--- src/io_seq_pkg.sv ---
// package of constants, states and carriers for the io channel command sequencer
package io_seq_pkg;
  localparam int CLK_MHZ = 40;
  localparam logic [3:0] OP_STATUS = 4'h1;
  localparam logic [3:0] OP_INTCTL = 4'h2;
  localparam logic [3:0] OP_START = 4'h3;
  localparam logic [1:0] DIR_WRITE = 2'h1;
  localparam logic [1:0] DIR_READ = 2'h2;
  localparam logic [31:0] WORD_STEP = 32'h0000_0004;
  localparam logic [15:0] COUNT_ONE = 16'h0001;
  localparam logic [15:0] COUNT_ZERO = 16'h0000;
  localparam int FLAG_CHAIN = 7;
  localparam int INT_EN_BIT = 0;
  localparam int INT_ACTIVE_BIT = 1;
  localparam int MEM_AW = 4;
  localparam logic [7:0] STAT_IDLE = 8'h00;
  localparam logic [7:0] STAT_BUSY = 8'h80;
  localparam logic [2:0] SLOT_FLAGS = 3'h0;
  localparam logic [2:0] SLOT_COUNT = 3'h1;
  localparam logic [2:0] SLOT_ADDR = 3'h2;
  localparam logic [2:0] SLOT_CMDADR = 3'h3;

  // incoming bus request to the sequencer
  typedef struct packed {
    logic [3:0] op;
    logic [3:0] dev;
    logic [31:0] data;
  } bus_req_s;

  // command doubleword fields after decode
  typedef struct packed {
    logic [1:0] dir;
    logic [7:0] flags;
    logic [15:0] count;
    logic [31:0] addr;
  } cmd_s;

  typedef enum logic [9:0] {
    ST_IDLE = 10'b00_0000_0001,
    ST_STATUS = 10'b00_0000_0010,
    ST_CMD0_REQ = 10'b00_0000_0100,
    ST_CMD0_WAIT = 10'b00_0000_1000,
    ST_CMD1_REQ = 10'b00_0001_0000,
    ST_CMD1_WAIT = 10'b00_0010_0000,
    ST_DISPATCH = 10'b00_0100_0000,
    ST_MEM_REQ = 10'b00_1000_0000,
    ST_MEM_WAIT = 10'b01_0000_0000,
    ST_ADVANCE = 10'b10_0000_0000
  } seq_state_e;
endpackage

--- src/cmd_store.sv ---
// small register memory holding the live command fields, registered read
`timescale 1ns/1ps
module cmd_store
  import io_seq_pkg::*;
(
  input wire logic mclk, // clock
  input wire logic arst_n, // async reset, active low
  input wire logic wr_en, // write strobe
  input wire logic [2:0] wr_slot, // write slot
  input wire logic [31:0] wr_data, // write data
  input wire logic [2:0] rd_slot, // read slot
  output logic [31:0] rd_data // registered read data
);
  logic [31:0] mem [0:7];

  // slots cleared on reset so chained reads never see garbage
  always_ff @(posedge mclk or negedge arst_n) begin
    if (!arst_n) begin
      for (int i = 0; i < 8; i++) begin
        mem[i] <= 32'h0000_0000;
      end
      rd_data <= 32'h0000_0000;
    end else begin
      if (wr_en) begin
        mem[wr_slot] <= wr_data;
      end
      rd_data <= mem[rd_slot];
    end
  end
endmodule

--- src/io_channel_command_sequencer.sv ---
// top of the io channel command sequencer: bus side, command fetch, data mover
`timescale 1ns/1ps
module io_channel_command_sequencer
  import io_seq_pkg::*;
(
  input wire logic mclk, // 40 MHz clock
  input wire logic arst_n, // async reset, active low
  input wire logic req_valid, // incoming bus transfer present
  input wire bus_req_s req, // incoming transfer contents
  output logic req_ack, // acknowledge, combinational
  output logic in_clear, // input logic cleared pulse
  output logic stat_valid, // outgoing status transfer pulse
  output logic [31:0] stat_data, // status word
  output logic mem_rd_req, // memory read request pulse
  output logic mem_wr_req, // memory write request pulse
  output logic [31:0] mem_addr, // memory address
  output logic [31:0] mem_wdata, // memory write data
  input wire logic mem_ret_valid, // memory data return
  input wire logic [31:0] mem_ret_data, // right-justified return data
  output logic service_irq, // service interrupt level
  output logic [31:0] areg_out, // A register file to device
  output logic [31:0] breg_out, // B register file to device
  output logic [7:0] level_order, // steady orders
  output logic [7:0] pulse_order, // one-cycle orders
  output logic [3:0] dev_sel, // selected device
  input wire logic [31:0] ext_in, // device external inputs
  input wire logic dev_data_valid, // device offers read data
  input wire logic [3:0] test_in, // device test inputs
  output logic dev_clk, // clock to device
  output logic dev_rst_n // reset to device, active low
);
  seq_state_e state, next_state;
  cmd_s cmd;
  logic [31:0] cmd_addr;
  logic [1:0] int_ctl;
  logic [31:0] st_rdata;
  logic st_wr;
  logic [2:0] st_slot;
  logic [31:0] st_wdata;

  // decode of the accepted transfer
  wire logic idle = (state == ST_IDLE);
  // a status answer is not an operation, so a start may follow it at once
  wire logic free = idle || (state == ST_STATUS);
  wire logic is_status = req_valid && (req.op == OP_STATUS);
  wire logic is_intctl = req_valid && (req.op == OP_INTCTL);
  wire logic is_start = req_valid && (req.op == OP_START) && free;
  wire logic last_item = (cmd.count == COUNT_ONE);
  wire logic chain = cmd.flags[FLAG_CHAIN];
  wire logic busy = !free;
  wire logic dev_step = (cmd.dir == DIR_READ) ? dev_data_valid : 1'b1;
  wire logic done_evt = (state == ST_ADVANCE) && last_item && !chain;

  // every addressed transfer is acknowledged at once, even while busy
  assign req_ack = req_valid;
  assign dev_clk = mclk;
  assign dev_rst_n = arst_n;

  // shadow copy of live command fields, read back to the device B file
  cmd_store u_store (
    .mclk(mclk),
    .arst_n(arst_n),
    .wr_en(st_wr),
    .wr_slot(st_slot),
    .wr_data(st_wdata),
    .rd_slot(SLOT_ADDR),
    .rd_data(st_rdata)
  );
  assign st_wr = (state == ST_ADVANCE);
  assign st_slot = chain ? SLOT_CMDADR : SLOT_ADDR;
  assign st_wdata = chain ? cmd_addr : cmd.addr;

  // sequencer next state
  always_comb begin
    next_state = state;
    case (state)
      ST_IDLE: begin
        if (is_status) next_state = ST_STATUS;
        else if (is_start) next_state = ST_CMD0_REQ;
      end
      ST_STATUS: begin
        if (is_start) next_state = ST_CMD0_REQ;
        else next_state = ST_IDLE;
      end
      ST_CMD0_REQ: next_state = ST_CMD0_WAIT;
      ST_CMD0_WAIT: if (mem_ret_valid) next_state = ST_CMD1_REQ;
      ST_CMD1_REQ: next_state = ST_CMD1_WAIT;
      ST_CMD1_WAIT: if (mem_ret_valid) next_state = ST_DISPATCH;
      ST_DISPATCH: begin
        if (cmd.count == COUNT_ZERO) next_state = ST_IDLE;
        else next_state = ST_MEM_REQ;
      end
      ST_MEM_REQ: if (dev_step) next_state = (cmd.dir == DIR_READ) ? ST_ADVANCE : ST_MEM_WAIT;
      ST_MEM_WAIT: if (mem_ret_valid) next_state = ST_ADVANCE;
      ST_ADVANCE: begin
        if (!last_item) next_state = ST_MEM_REQ;
        else if (chain) next_state = ST_CMD0_REQ;
        else next_state = ST_IDLE;
      end
      default: next_state = ST_IDLE;
    endcase
  end

  // state register
  always_ff @(posedge mclk or negedge arst_n) begin
    if (!arst_n) state <= ST_IDLE;
    else state <= next_state;
  end

  // command address: loaded at start, stepped after each fetched word
  always_ff @(posedge mclk or negedge arst_n) begin
    if (!arst_n) begin
      cmd_addr <= 32'h0000_0000;
    end else if (is_start) begin
      cmd_addr <= req.data;
    end else if ((state == ST_CMD0_WAIT || state == ST_CMD1_WAIT) && mem_ret_valid) begin
      cmd_addr <= cmd_addr + WORD_STEP;
    end
  end

  // command fields: word0 = address, word1 = dir/flags/count; stepped per item
  always_ff @(posedge mclk or negedge arst_n) begin
    if (!arst_n) begin
      cmd <= '0;
    end else if (state == ST_CMD0_WAIT && mem_ret_valid) begin
      cmd.addr <= mem_ret_data;
    end else if (state == ST_CMD1_WAIT && mem_ret_valid) begin
      cmd.count <= mem_ret_data[15:0];
      cmd.flags <= mem_ret_data[23:16];
      cmd.dir <= mem_ret_data[25:24];
    end else if (state == ST_ADVANCE) begin
      cmd.count <= cmd.count - COUNT_ONE;
      cmd.addr <= cmd.addr + WORD_STEP;
    end
  end

  // memory request outputs; a device read writes the sampled inputs
  always_ff @(posedge mclk or negedge arst_n) begin
    if (!arst_n) begin
      mem_rd_req <= 1'b0;
      mem_wr_req <= 1'b0;
      mem_addr <= 32'h0000_0000;
      mem_wdata <= 32'h0000_0000;
    end else begin
      mem_rd_req <= 1'b0;
      mem_wr_req <= 1'b0;
      if (state == ST_CMD0_REQ || state == ST_CMD1_REQ) begin
        mem_rd_req <= 1'b1;
        mem_addr <= cmd_addr;
      end else if (state == ST_MEM_REQ && dev_step) begin
        mem_addr <= cmd.addr;
        if (cmd.dir == DIR_READ) begin
          mem_wr_req <= 1'b1;
          mem_wdata <= ext_in;
        end else begin
          mem_rd_req <= 1'b1;
        end
      end
    end
  end

  // device outputs: returned word goes to A file, stored data address to B file
  always_ff @(posedge mclk or negedge arst_n) begin
    if (!arst_n) begin
      areg_out <= 32'h0000_0000;
      breg_out <= 32'h0000_0000;
      level_order <= 8'h00;
      pulse_order <= 8'h00;
      dev_sel <= 4'h0;
    end else begin
      pulse_order <= 8'h00;
      breg_out <= st_rdata;
      // latched at start so later bus traffic cannot move the selection mid-operation
      if (is_start) begin
        dev_sel <= req.dev;
      end
      if (state == ST_MEM_WAIT && mem_ret_valid) begin
        areg_out <= mem_ret_data;
        pulse_order <= 8'h01;
      end
      if (state == ST_DISPATCH) begin
        level_order <= {4'h0, test_in[0], 1'b1, cmd.dir};
      end else if (idle) begin
        level_order <= 8'h00;
      end
    end
  end

  // status answer, interrupt control and service interrupt
  always_ff @(posedge mclk or negedge arst_n) begin
    if (!arst_n) begin
      stat_valid <= 1'b0;
      stat_data <= 32'h0000_0000;
      int_ctl <= 2'b00;
      service_irq <= 1'b0;
      in_clear <= 1'b0;
    end else begin
      in_clear <= req_valid;
      stat_valid <= 1'b0;
      if (is_status || (req_valid && req.op == OP_START && busy)) begin
        stat_valid <= 1'b1;
        stat_data <= {busy ? STAT_BUSY : STAT_IDLE, 4'h0, test_in, cmd.count};
      end
      if (is_intctl) begin
        int_ctl <= req.data[1:0];
      end
      if (done_evt && int_ctl[INT_EN_BIT]) begin
        service_irq <= 1'b1;
      end else if (is_intctl && !req.data[INT_ACTIVE_BIT]) begin
        service_irq <= 1'b0;
      end
    end
  end

  // checks
  property p_ack;
    @(posedge mclk) disable iff (!arst_n) req_valid |-> req_ack;
  endproperty
  a_ack: assert property (p_ack) else $error("transfer not acknowledged");
  property p_clear;
    @(posedge mclk) disable iff (!arst_n) req_valid |=> in_clear;
  endproperty
  a_clear: assert property (p_clear) else $error("input logic not cleared");
  property p_status;
    @(posedge mclk) disable iff (!arst_n) is_status |=> stat_valid;
  endproperty
  a_status: assert property (p_status) else $error("status not returned");
  property p_start;
    @(posedge mclk) disable iff (!arst_n)
      is_start |=> ##1 (mem_rd_req && mem_addr == $past(req.data, 2));
  endproperty
  a_start: assert property (p_start) else $error("start read wrong");
  property p_second;
    @(posedge mclk) disable iff (!arst_n)
      (state == ST_CMD0_WAIT && mem_ret_valid) |=> ##1
        (mem_rd_req && mem_addr == $past(mem_addr) + WORD_STEP);
  endproperty
  a_second: assert property (p_second) else $error("second word address wrong");
  property p_count;
    @(posedge mclk) disable iff (!arst_n)
      (state == ST_ADVANCE) |=> cmd.count == $past(cmd.count) - COUNT_ONE;
  endproperty
  a_count: assert property (p_count) else $error("count not decremented");
  property p_irq;
    @(posedge mclk) disable iff (!arst_n) (done_evt && int_ctl[INT_EN_BIT]) |=> service_irq;
  endproperty
  a_irq: assert property (p_irq) else $error("service interrupt missing");
  property p_noirq;
    @(posedge mclk) disable iff (!arst_n) ($rose(service_irq)) |-> $past(int_ctl[INT_EN_BIT]);
  endproperty
  a_noirq: assert property (p_noirq) else $error("interrupt while disabled");
  property p_busy;
    @(posedge mclk) disable iff (!arst_n) (req_valid && req.op == OP_START && busy) |=>
      (state != ST_CMD0_REQ || $past(state) == ST_ADVANCE);
  endproperty
  a_busy: assert property (p_busy) else $error("start accepted while busy");
  property p_done;
    @(posedge mclk) disable iff (!arst_n) done_evt |=> idle;
  endproperty
  a_done: assert property (p_done) else $error("no finish at zero count");
  // ==========================================================
  // data path checks
  // address of the last command word asked for, so the chain check does not
  // lean on the command address register that it is meant to police
  logic [31:0] fetch_addr;
  always_ff @(posedge mclk or negedge arst_n) begin
    if (!arst_n) fetch_addr <= 32'h0000_0000;
    else if (state == ST_CMD1_WAIT && mem_rd_req) fetch_addr <= mem_addr;
  end
  property p_chain;
    @(posedge mclk) disable iff (!arst_n)
      (state == ST_ADVANCE && last_item && chain) |=> ##1
        (mem_rd_req && mem_addr == fetch_addr + WORD_STEP);
  endproperty
  a_chain: assert property (p_chain) else $error("chained fetch address wrong");
  property p_dev_write;
    @(posedge mclk) disable iff (!arst_n)
      (state == ST_MEM_REQ && cmd.dir == DIR_WRITE) |=>
        (mem_rd_req && mem_addr == $past(cmd.addr));
  endproperty
  a_dev_write: assert property (p_dev_write) else $error("device write read missing");
  property p_dev_read;
    @(posedge mclk) disable iff (!arst_n)
      (state == ST_MEM_REQ && cmd.dir == DIR_READ && dev_data_valid) |=>
        (mem_wr_req && mem_wdata == $past(ext_in) && mem_addr == $past(cmd.addr));
  endproperty
  a_dev_read: assert property (p_dev_read) else $error("device word not stored");
  property p_to_device;
    @(posedge mclk) disable iff (!arst_n)
      (state == ST_MEM_WAIT && mem_ret_valid) |=>
        (pulse_order[0] && areg_out == $past(mem_ret_data));
  endproperty
  a_to_device: assert property (p_to_device) else $error("word not passed on");
  // a pulse order that stretched would be seen twice by the device
  property p_pulse;
    @(posedge mclk) disable iff (!arst_n) pulse_order[0] |=> !pulse_order[0];
  endproperty
  a_pulse: assert property (p_pulse) else $error("pulse order too long");
  property p_addr_step;
    @(posedge mclk) disable iff (!arst_n)
      (state == ST_ADVANCE) |=> cmd.addr == $past(cmd.addr) + WORD_STEP;
  endproperty
  a_addr_step: assert property (p_addr_step) else $error("address not advanced");
  property p_refused;
    @(posedge mclk) disable iff (!arst_n) (req_valid && req.op == OP_START && busy) |=>
      (stat_valid && stat_data[31:24] == STAT_BUSY);
  endproperty
  a_refused: assert property (p_refused) else $error("busy not reported");
  property p_dev_sel;
    @(posedge mclk) disable iff (!arst_n) is_start |=> dev_sel == $past(req.dev);
  endproperty
  a_dev_sel: assert property (p_dev_sel) else $error("device not selected");
  property p_dev_hold;
    @(posedge mclk) disable iff (!arst_n) !is_start |=> $stable(dev_sel);
  endproperty
  a_dev_hold: assert property (p_dev_hold) else $error("device selection moved");
  property p_irq_clear;
    @(posedge mclk) disable iff (!arst_n)
      (is_intctl && !req.data[INT_ACTIVE_BIT] && !done_evt) |=> !service_irq;
  endproperty
  a_irq_clear: assert property (p_irq_clear) else $error("interrupt not cleared");
  property p_level_idle;
    @(posedge mclk) disable iff (!arst_n) idle |=> (level_order == 8'h00);
  endproperty
  a_level_idle: assert property (p_level_idle) else $error("level orders left on");
  c_start: cover property (@(posedge mclk) disable iff (!arst_n) is_start ##[1:40] done_evt);
  c_chain: cover property (@(posedge mclk) disable iff (!arst_n)
    (state == ST_ADVANCE && last_item && chain));
  c_write: cover property (@(posedge mclk) disable iff (!arst_n) mem_wr_req);
  c_refused: cover property (@(posedge mclk) disable iff (!arst_n)
    (req_valid && req.op == OP_START && busy));
  c_irq: cover property (@(posedge mclk) disable iff (!arst_n) $rose(service_irq));
endmodule

--- config.mk ---
export PLATFORM = sky130hd
export DESIGN_NAME = io_channel_command_sequencer
export DESIGN_NICKNAME = d
export VERILOG_FILES = /design/src/io_seq_pkg.sv /design/src/cmd_store.sv /design/src/io_channel_command_sequencer.sv
export SDC_FILE = /design/constraint.sdc
export NUM_CORES = 1
export LEC_CHECK = 0
export BUFFER_PORTS_ARGS = -buffer_cell sky130_fd_sc_hd__buf_2
export CAP_MARGIN = 20
export CORE_MARGIN = 4
export CORE_UTILIZATION = 50
export CTS_CLUSTER_DIAMETER = 200
export DETAILED_ROUTE_END_ITERATION = 10
export PLACE_DENSITY = 0.75
export SLEW_MARGIN = 20
export SYNTH_ARGS = -nofsm -noshare
export SYNTH_HDL_FRONTEND = slang
export SYNTH_SLANG_ARGS = --single-unit
--- constraint.sdc ---
create_clock -name mclk -period 4.46 [get_ports mclk]
set_input_delay 0.446 -clock mclk [delete_from_list [all_inputs] [get_ports mclk]]
set_output_delay 0.446 -clock mclk [all_outputs]
set_load 0.02 [all_outputs]
# After elaboration in Yosys (flattened, before gate mapping)
# Index checks and enable logic that the tools add are counted.
# W data, S select, Z words.
# word_totals
reg_bits,570
inputBits,113
output_inout_bits,188
wordCells,131
# classes
n_addsub,3
order_cmp,2
eq_ne,21
n_mux,39
n_bitwise,3
reduce_logical,34
# op_table
operator,n
$bwmux W256,1
$mux W32,8
$pmux W10 S10,1
$demux W32 S3,1
$mux W10,7
$add A32 B3 Y32 const B,2
$mux W48,1
$mux W8,5
$eq A16 B1 Y1 const B,1
$logic_not A16 Y1,1
$mux W16,1
$sub A16 B1 Y16 const B,1
$logic_and A1 B1 Y1,15
$mux W1,12
$reduce_bool A2 Y1,6
$eq A10 B1 Y1 const B,1
$eq A10 B10 Y1 const B,1
$eq A10 B2 Y1 const B,1
$eq A10 B3 Y1 const B,1
$eq A10 B4 Y1 const B,1
$eq A10 B5 Y1 const B,1
$eq A10 B6 Y1 const B,1
$eq A10 B7 Y1 const B,1
$eq A10 B8 Y1 const B,1
16 further kinds,30

# Logic depth before layout (Yosys ltp)
# Gate-level depths: netlist of run 1.
# depth
ltp_word,7
depth_mapped,8
mapped_depth_nobuf,6

# Cells and area by module
# Synthesis of run 1 repeated with hierarchy kept, for this count alone.
# unflattened
cells_unflattened,1822
hier_area_um2,24514.8
# by_module_without_submodules
mod,n_inst,cells_per_inst,area_per_inst_um2,seq_area_each_um2
cmd_store,1,697,12440.7,7206.9
io_channel_command_sequencer,1,1125,12074.1,6432.4

==> impl_results.md, run 1 <==
- VDD IR max: roughly 0.38 mV
- Worst slew margin: 0.396
- Commonest cells after routing, fill and taps aside: 320 x dfrtp_1, 277 x buf_2, 178 x nand2_1
- Final Util: 0.617
- Synth warn: 0
- Minimum clock period: a little over 3000 ps
- Ys flop type: dfrtp_1
- Met1 wire length: between 10 and 15 mm
- DR pass1 iterations: 5
- DR vias/cell: ~5.6
- EDFF count, synth: 0
- Mapped Avg Cell Area: around 12 um2
- Vias in the first global route: slightly above 10000
- Commonest non-fill, non-tap cell in the layout: dfrtp_1
- Unrepaired setup endpoints after global routing: false
- Clock Pin Slew Worst Setup and Hold Paths: approximately 60 ps
- FP Rows: slightly below 60
- Pin count of the biggest net entering global routing: ~110
- Core area: 26200 um2
- Die width: between 150 and 200 um
- Share of cells above drive strength 1: 0.317
- Setup Buffers After CTS: 0
- Crit share post-route: 0.689
- NumNets Final: ~1600
- Data required, critical path: approximately 5000 ps
- PwrDens: between 500 and 600 nW/um2
- Starting Density: 0.512
- Final-report hold violation count: 0
- PostCTS Resize Cnt: 0
- Synthesized area: 13400 um2
- Power, Total: around 0.009 W
- Hpwl dp: roughly 26 mm
- DRC viols: 0
- WL met3: about 2.7 mm
- Worst-Skew Late Latency: about 620 ps
- CTS tree: yes
- Critical Path Source Type: flip-flop
- Cell Chain, Critical Path: or4_1 > nor4b_2 > nand2_1 > buf_4 > mux2_2
- Top sig layer: met5
- Critical path buffers and inverters: 1
- Finish-stage setup viols: 0
- Ys async rst share: 1.00
- Highest clock rate: about 330 MHz
- Worst-path fanout max: 20
- RD Place Congestion: 0.909
- DRT antenna net count: 0
- Critical path class: reg2reg
- Fin cells: ~1800
- Slew of the pin with the lowest slew margin: around 900 ps
- Crit-path leading delay family: simple AND/OR/NAND/NOR gates
- Routed wire length: 35.8 mm
- Inserted Diodes: 0
- Initial antenna violation count: 1
- Cells on worst reg2reg path: 5
- Grt ovf: 0
- Status: finished, final reports clean
- CP max-delay cell: or4_1
- Critical Path AT: approximately 3600 ps
- Hold Crit Depth: 3
- Worst Clk Skew: about 18 ps
- Slowest cell delay on critical path: around 770 ps
- Seq/Total Area, Yosys: 0.599
- Routed via count: around 10000
- Met2 WL: approximately 17 mm
- Drt wl/cell: 20.0 um
- Critical Path Sink Type: flip-flop
- Crit path depth: 5
- Height of the die: 172 um
- Worst hold path type: in2reg
- DRT iter0 DRCs: 578
- Total GRT Usage: 0.240
- Fillers: 2097
- Worst Hold Margin: between 15 and 20 ps
- Die area: approximately 30000 um2
- I/O Pins: between 300 and 400
- PortBufs: between 200 and 300
- Netlist cell types: just over 60
- Pins Over Slew Limit: 0
- Placed Cells: between 1500 and 2000
- Global-route wire length before repair: roughly 55 mm
- Seq cells post-synth: ~320
- Number of max-cap violations: 0
- Gate Count Post-Synth: between 1000 and 1500
- Lkg Pwr: approximately 8.0 nW
- Final setup TNS: 0 ps
- Synthesis-to-finish area growth: 20.5%
cell families (layout without fill, tap and decap cells):
| logic type | after synthesis | after routing | share of synthesized area |
|---|---|---|---|
| fa+ha+maj | 5 | 5 | 0.00466 |
| other cells | 1 | 22 | 0.000279 |
| flops | 321 | 321 | 0.599 |
| mux | 121 | 121 | 0.102 |
| buf+inv | 98 | 369 | 0.0378 |
| simple gates | 429 | 429 | 0.160 |
| compound gates | 141 | 141 | 0.0656 |
| xor+xnor | 48 | 48 | 0.0313 |
tightest hold or removal path, cell delays in order:
cell and delay [ps]:
buf_2 70, nand2_1 40, nand2_1 40
synthesized netlist by cell type, types with 6 or more instances:
cell      instances  share of area
a211oi_1          6         0.0034
a21oi_1          27          0.010
a22oi_1          20          0.011
a31oi_1           9         0.0042
and2_1            6         0.0028
and3_1           12         0.0056
and4_1           10         0.0065
buf_2            16         0.0060
buf_4            26          0.015
clkbuf_1         35         0.0098
dfrtp_1         320           0.60
inv_1            16         0.0045
mux2_1           29          0.024
mux2_2           92          0.077
nand2_1         178          0.050
nand3_1          54          0.020
nand4_1          27          0.013
nor2_1           57          0.016
nor3_1           25         0.0093
nor4_1           13         0.0061
o211ai_1         11         0.0062
o21ai_0          47          0.018
or3_1            12         0.0056
or4_1             7         0.0039
xnor2_1          27          0.018
xor2_1           21          0.014
per-stage QoR:
| stage | worst slack [ps] | cell area [um2] |
|---|---|---|
| detailed placement | 1440 | 15000 |
| CTS | 1390 | 16200 |
| global placement | 1500 | 15000 |
| finish | 1390 | 16200 |
| global route | 1240 | 16200 |
| floorplan | 1650 | 13500 |
report_power, final:
part / total, W / switching (W) / internal, W
Clock: 0.00282 / 0.00114 / 0.00168
Combinational: 0.00199 / 0.00125 / 0.000745
Sequential: 0.00418 / 0.000713 / 0.00347
Total: 0.00899 / 0.00310 / 0.00589
timing repair:
action / in CTS / in global routing
hold endpoints to repair: 78 / 0
hold buffers: 2 / 0
endpoints found under the setup margin: 0 / 0
final cells by class:
type | count | area [um2] | share of cell area
well taps | 335 | 419 | 0.0259
inverters | 16 | 60.1 | 0.00371
flip-flops and latches | 321 | 8030 | 0.497
clock buffers | 48 | 1030 | 0.0636
repair buffers | 293 | 1550 | 0.0956
clock inverters | 12 | 104 | 0.00642
multi-input cells | 766 | 4980 | 0.308
path summary, 6_finish.rpt:
kind                                                    from  slack, ps                  endpoint
worst max register to register          state[4]$_DFFE_PN0P_       1390  areg_out[26]$_DFFE_PN0P_
worst max-delay path                    state[4]$_DFFE_PN0P_       1390  areg_out[26]$_DFFE_PN0P_
worst min register to register  u_store.rd_data[0]$_DFF_PN0_        340     breg_out[0]$_DFF_PN0_
min in group asynchronous                             arst_n        400    breg_out[31]$_DFF_PN0_
max in group asynchronous                             arst_n       2820     breg_out[1]$_DFF_PN0_
worst min-delay path                                 req[35]         20    dev_sel[3]$_DFFE_PN0P_
state kept, by name, indices dropped and copies added (netlist names):
signal and count:
cmd 50, areg_out 32, breg_out 32, cmd_addr 32, mem_addr 32, mem_wdata 32, u_store.mem 32, u_store.rd_data 32
stat_data 21, state 10, dev_sel 4, level_order 4, chain 1, in_clear 1, int_ctl 1, mem_rd_req 1
mem_wr_req 1, pulse_order 1, service_irq 1, stat_valid 1
routing by layer:
layer / up-vias / GRT usage
met3: 71 / 0.0462
met2: 407 / 0.395
li1: 4596 / -
met1: 4902 / 0.325
met5: - / 0
met4: 2 / 0.0776
(Power assumes the default switching activity.)
==> run 2: changes to the inputs <==
--- a/config.mk
+++ b/config.mk
@@ -5,13 +5,14 @@
 export SDC_FILE = /design/constraint.sdc
 export NUM_CORES = 1
 export LEC_CHECK = 0
+export ABC_AREA = 1
 export BUFFER_PORTS_ARGS = -buffer_cell sky130_fd_sc_hd__buf_2
 export CAP_MARGIN = 20
 export CORE_MARGIN = 4
 export CORE_UTILIZATION = 50
 export CTS_CLUSTER_DIAMETER = 200
 export DETAILED_ROUTE_END_ITERATION = 10
-export PLACE_DENSITY = 0.75
+export PLACE_DENSITY = 0.74
 export SLEW_MARGIN = 20
 export SYNTH_ARGS = -nofsm -noshare
 export SYNTH_HDL_FRONTEND = slang
==> constraint.sdc (replaced) <==
create_clock -name mclk -period 3.15 [get_ports mclk]
set_input_delay 0.315 -clock mclk [delete_from_list [all_inputs] [get_ports mclk]]
set_output_delay 0.315 -clock mclk [all_outputs]
set_load 0.02 [all_outputs]
==> run 2 against run 1 <==
- utilization rose by 1.4 points
- synthesized area rose by 12%
- die area rose by 11%
- design area rose by 16%
- sequential share of layout area fell by 6.8 points
- largest cell class unchanged
- first-iteration DRC count rose by 100%
- flip-flop and latch count did not move
- combinational power rose by 88%
- highest routed layer is now met4
==> impl_results.md, run 2 <==
- Status: finished, final reports clean
- Met2 Use GR: 0.451
- Die width: roughly 180 um
- EDFF count, synth: 0
- RD Place Congestion: approximately 1.0
- Initial antenna violation count: 1
- Starting Density: 0.506
- Final-report hold violation count: 0
- Synth warn: 0
- Mapped Avg Cell Area: just over 8 um2
- Max reg flops: 50
- NumNets Final: between 2000 and 2500
- Share of the synthesized area in the top cell type: 0.534
- Worst-Skew Late Latency: approximately 630 ps
- PortBufs: 278
- DRC viols: 0
- Seq/Total Area, Yosys: 0.536
- PostCTS Resize Cnt: 0
- Total GRT Usage: 0.280
- Number of max-cap violations: 0
- Fillers: ~2600
- Pin count of the biggest net entering global routing: approximately 140
- Gate Count Post-Synth: between 1500 and 2000
- Critical Path Source Type: clock port
- DR pass1 iterations: 5
- FP Rows: between 60 and 70
- VDD IR max: around 0.54 mV
- PwrDens: around 740 nW/um2
- Critical Path Sink Type: output pin
- DRT antenna net count: 0
- Routed via count: 13700
- Slew of the pin with the lowest slew margin: ~740 ps
- Slowest cell delay on critical path: around 150 ps
- Synthesized area: roughly 15000 um2
- Post-Place Worst Slack: a little over 1000 ps
- Crit-path leading delay family: buffers and inverters
- Ys flop type: dfrtp_1
- Cell Chain, Critical Path: clkbuf_16 > clkbuf_16 > buf_2
- Finish-stage setup viols: 0
- Pins Over Slew Limit: 0
- Inserted Diodes: 0
- CTS tree: yes
- Setup Buffers After CTS: 0
- Synth area leader: dfrtp_1
- DRT iter0 DRCs: 1157
- Critical path buffers and inverters: 3
- Die area: 32800 um2
- CP max-delay cell: buf_2
- Critical path class: clk2out
- Critical Path AT: a little under 2000 ps
- Count leader, synth: nand2_1
- Unrepaired setup endpoints after global routing: false
- Seq cells post-synth: about 320
- Worst hold path type: in2reg
- Drt wl/cell: ~18 um
- Final setup TNS: 0 ps
- Fin cells: around 2600
- Register-to-register setup slack: 1030 ps
- Share of cells above drive strength 1: 0.187
- Global-route wire length before repair: 73.5 mm
- Power, Total: 0.0138 W
- Height of the die: around 180 um
- GRT busiest layer: met2
- PnR worst setup slack: approximately 860 ps
- Lkg Pwr: 9.89 nW
- DR vias/cell: roughly 5.2
- Commonest cells after routing, fill and taps aside: 691 x nand2_1, 320 x dfrtp_1, 277 x buf_2
- Met1 usage: 0.383
- Commonest non-fill, non-tap cell in the layout: nand2_1
- Final Util: 0.631
- I/O Pins: between 300 and 400
- Data required, critical path: roughly 2800 ps
- Synth top area cells: dfrtp_1 53%, nand2_1 17%, nand3_1 4.6%
- Worst-path fanout max: 2
- Register with the most flip-flops: cmd
- Routed wire length: 46.2 mm
- Vias in the first global route: approximately 13000
- Global Route met3 Usage: 0.0503
- Core area: 29600 um2
- List of most frequent post-synthesis cells: 691 x nand2_1, 320 x dfrtp_1, 181 x nor2_1
- Hpwl dp: 33.1 mm
- Cell mode on critical path: clkbuf_16
- Clock Pin Slew Worst Setup and Hold Paths: ~60 ps
- Ys async rst share: 1.00
- Grt ovf: 0
- Worst slew margin: 0.506
- Synthesis-to-finish area growth: 24.8%
- Netlist cell types: 39
- Placed Cells: roughly 2500
- Worst Clk Skew: 17.0 ps
run 2: changes by cell type in the layout (fill, tap and decap cells not counted), sizes merged, moves of 23 or more:
cell,previous run,this run
o21ai,49,109
nand2,178,711
dlygate4sd3,2,89
o211ai,11,40
xnor2,27,4
nor2,57,193
nand3,55,146
inv,18,144
mux2,121,0
run 2: where the power goes:
part / leakage [nW] / switching, W / total [W] / internal (W)
registers: 4.15 / 0.000849 / 0.00566 / 0.00481
logic: 5.14 / 0.00253 / 0.00374 / 0.00121
clock network: 0.610 / 0.00173 / 0.00436 / 0.00264
total: 9.89 / 0.00510 / 0.0138 / 0.00865
run 2: layout make-up:
class / instances / area, um2 / area share
clock buffers: 52 / 1070 / 0.0570
clock inverters: 16 / 175 / 0.00936
inverters: 145 / 549 / 0.0294
multi-input cells: 1315 / 5960 / 0.319
flip-flops and latches: 321 / 8030 / 0.429
well taps: 390 / 488 / 0.0261
repair buffers: 383 / 2440 / 0.130
run 2: kinds of logic after synthesis:
logic type      share of synthesized area
compound gates                     0.0710
xor+xnor                           0.0152
fa+ha+maj                         0.00417
buf+inv                            0.0716
flops                               0.536
other cells                      0.000250
simple gates                        0.302
run 2: layer usage:
layer  vias up  wire length (um)
met5         -                 0
met4         0              1710
met3       101              3160
met2       512             21600
met1      6554             19700
li1       6534                 -
run 2: path summary, 6_finish.rpt:
| path | to | startpoint | cells after the start |
|---|---|---|---|
| setup / recovery | dev_clk | mclk | 3 |
| hold / removal | cmd[1]$_DFFE_PN0P_ | mem_ret_data[1] | 3 |
| setup reg to reg | cmd[39]$_DFFE_PN0P_ | state[7]$_DFFE_PN0P_ | 8 |
| hold reg to reg | breg_out[17]$_DFF_PN0_ | u_store.rd_data[17]$_DFF_PN0_ | 0 |
| max in group asynchronous | areg_out[7]$_DFFE_PN0P_ | arst_n | 3 |
| min in group asynchronous | breg_out[20]$_DFF_PN0_ | arst_n | 2 |
run 2: stage by stage:
step / hold slack, ps / area (um2)
final: 19.6 / 18700
after detailed placement: 271 / 16600
after CTS: 1.07 / 18700
after global placement: 267 / 16600
after global routing: 23.4 / 18700
after floorplan: 19.4 / 15100
run 2: tightest hold or removal path, cell delays in order:
cell,delay [ps]
buf_2,130
inv_1,70
o21ai_0,80
run 2: what timing repair did:
action	4_1_cts	5_1_grt
hold endpoints to repair	158	0
hold buffers	89	0
setup endpoints to repair	0	0
==> run 3: changes to the inputs <==
--- a/config.mk
+++ b/config.mk
@@ -12,7 +12,7 @@
 export CORE_UTILIZATION = 50
 export CTS_CLUSTER_DIAMETER = 200
 export DETAILED_ROUTE_END_ITERATION = 10
-export PLACE_DENSITY = 0.74
+export PLACE_DENSITY = 0.76
 export SLEW_MARGIN = 20
 export SYNTH_ARGS = -nofsm -noshare
 export SYNTH_HDL_FRONTEND = slang
==> constraint.sdc (replaced) <==
create_clock -name mclk -period 2.1 [get_ports mclk]
set_input_delay 0.21 -clock mclk [delete_from_list [all_inputs] [get_ports mclk]]
set_output_delay 0.21 -clock mclk [all_outputs]
set_load 0.02 [all_outputs]
==> run 3 against run 2 <==
- worst hold slack improved by 8.5 ps
- non-clock buffer count increased by 47
- utilization rose by 2.0 points
- sequential power grew 49%
- flip-flop and latch count is the same
- critical path depth is 6 higher
- critical endpoint is now mem_wdata[22]$_DFFE_PN0P_
- largest cell class unchanged
==> impl_results.md, run 3 (synthesized netlist as in run 2, its figures left out) <==
- Setup Buffers After CTS: 0
- Highest clock rate: roughly 510 MHz
- Critical Path Start: state[3]$_DFFE_PN0P_
- Height of the die: ~180 um
- DRC viols: 0
- Data required, critical path: 2670 ps
- DRT antenna net count: 0
- Lkg Pwr: between 10 and 15 nW
- DR pass1 iterations: 6
- Core area: a little under 30000 um2
- DRT iter0 DRCs: roughly 1200
- Crit share post-route: 0.932
- Worst-path fanout max: 33
- Minimum clock period: about 2000 ps
- Critical Path Source Type: flip-flop
- Drt wl/cell: ~18 um
- Unrepaired setup endpoints after global routing: false
- Commonest non-fill, non-tap cell in the layout: nand2_1
- Die width: around 180 um
- RD Place Congestion: about 0.95
- Die area: between 30000 and 40000 um2
- Worst-Skew Late Latency: 630 ps
- Inserted Diodes: 0
- Commonest cells after routing, fill and taps aside: 691 x nand2_1, 320 x dfrtp_1, 277 x buf_2
- Finish-stage setup viols: 0
- Hpwl dp: roughly 34 mm
- Hold path startpoint: req[16]
- Synthesis-to-finish area growth: 28.8%
- PortBufs: 278
- Worst slew margin: 0.557
- Initial antenna violation count: 0
- Final setup TNS: 0 ps
- Worst hold path type: in2reg
- Global-route wire length before repair: roughly 76 mm
- Routed wire length: ~48 mm
- Status: finished, final reports clean
- I/O Pins: approximately 300
- Post-Place Worst Slack: around 170 ps
- Share of cells above drive strength 1: 0.195
- Total GRT Usage: 0.291
- PnR worst setup slack: ~140 ps
- PwrDens: ~1100 nW/um2
- FP Rows: 63
- Routed via count: about 14000
- Worst Clk Skew: ~14 ps
- Pins Over Slew Limit: 0
- Starting Density: 0.506
- DR vias/cell: 5.20
- Grt ovf: 0
- Final-report hold violation count: 0
- Max reg flops: 50
- Critical Path Sink Type: flip-flop
- Critical path class: reg2reg
- Number of max-cap violations: 0
- VDD IR max: 0.832 mV
- Pin count of the biggest net entering global routing: 94
- Slew of the pin with the lowest slew margin: 664 ps
- Vias in the first global route: about 14000
- Register with the most flip-flops: cmd
- Critical Path AT: approximately 2500 ps
- Worst R2R Start: state[3]$_DFFE_PN0P_
- Clock Pin Slew Worst Setup and Hold Paths: 60 ps
- CTS tree: yes
- NumNets Final: between 2000 and 2500
run 3: cell types whose count changed in the layout (fill, tap and decap cells not counted), sizes merged:
cell / before / now
clkinvlp: 2 / 0
dlygate4sd3: 89 / 112
buf: 295 / 319
inv: 144 / 142
clkinv: 12 / 11
bufinv: 3 / 6
run 3: repair_timing:
action,4_1_cts,5_1_grt
endpoints found under the hold margin,380,0
hold buffers,112,0
endpoints found under the setup margin,0,3
gates resized for setup,0,1
run 3: worst paths after layout:
path	endpoint	slack, ps	depth (start not counted)
max	mem_wdata[22]$_DFFE_PN0P_	140	9
min	cmd_addr[16]$_DFFE_PN0P_	30	5
max reg2reg	mem_wdata[22]$_DFFE_PN0P_	140	9
min reg2reg	breg_out[12]$_DFF_PN0_	350	0
max in group asynchronous	u_store.rd_data[14]$_DFF_PN0_	1020	3
min in group asynchronous	cmd_addr[26]$_DFFE_PN0P_	60	2
run 3: area by class of cell:
type                       count  area (um2)
fill                        2528       10300
inverter                     145         552
multi-input combinational   1315        5960
clock buffer                  52        1110
tap                          390         488
sequential                   321        8030
clock inverter                14         239
timing repair buffer         430        2930
run 3: worst max-delay path, stage by stage, from the launching register on:
cell	delay, ps
dfrtp_1	410
nor2_1	130
nand2_2	100
inv_2	120
nand3_2	140
nor2_4	190
nand2_2	110
inv_2	410
nand2_1	150
nand2_1	110
run 3: per-layer routing:
| layer | vias up | track usage | wire (um) |
|---|---|---|---|
| li1 | 6610 | - | - |
| met1 | 6510 | 0.392 | 19700 |
| met2 | 620 | 0.465 | 22200 |
| met3 | 127 | 0.0515 | 3520 |
| met4 | 0 | 0.126 | 2170 |
| met5 | - | 0 | 0 |
run 3: power by group:
group	switching (W)	internal [W]	total (W)
Sequential	0.00121	0.00721	0.00842
Combinational	0.00391	0.00197	0.00588
Clock	0.00258	0.00443	0.00700
run 3: through the flow:
stage / instances / area (um2) / hold slack [ps] / utilization / total power, W
CTS: 2667 / 19300 / 4.96 / 0.651 / 0.0214
finish: 2667 / 19300 / 28.1 / 0.651 / 0.0213
global route: 2667 / 19300 / 29.6 / 0.651 / 0.0224
floorplan: 1864 / 15100 / -85.6 / - / 0.0118
global placement: 2490 / 16800 / 125 / 0.568 / 0.0141
detailed placement: 2490 / 16800 / 126 / 0.568 / 0.0142
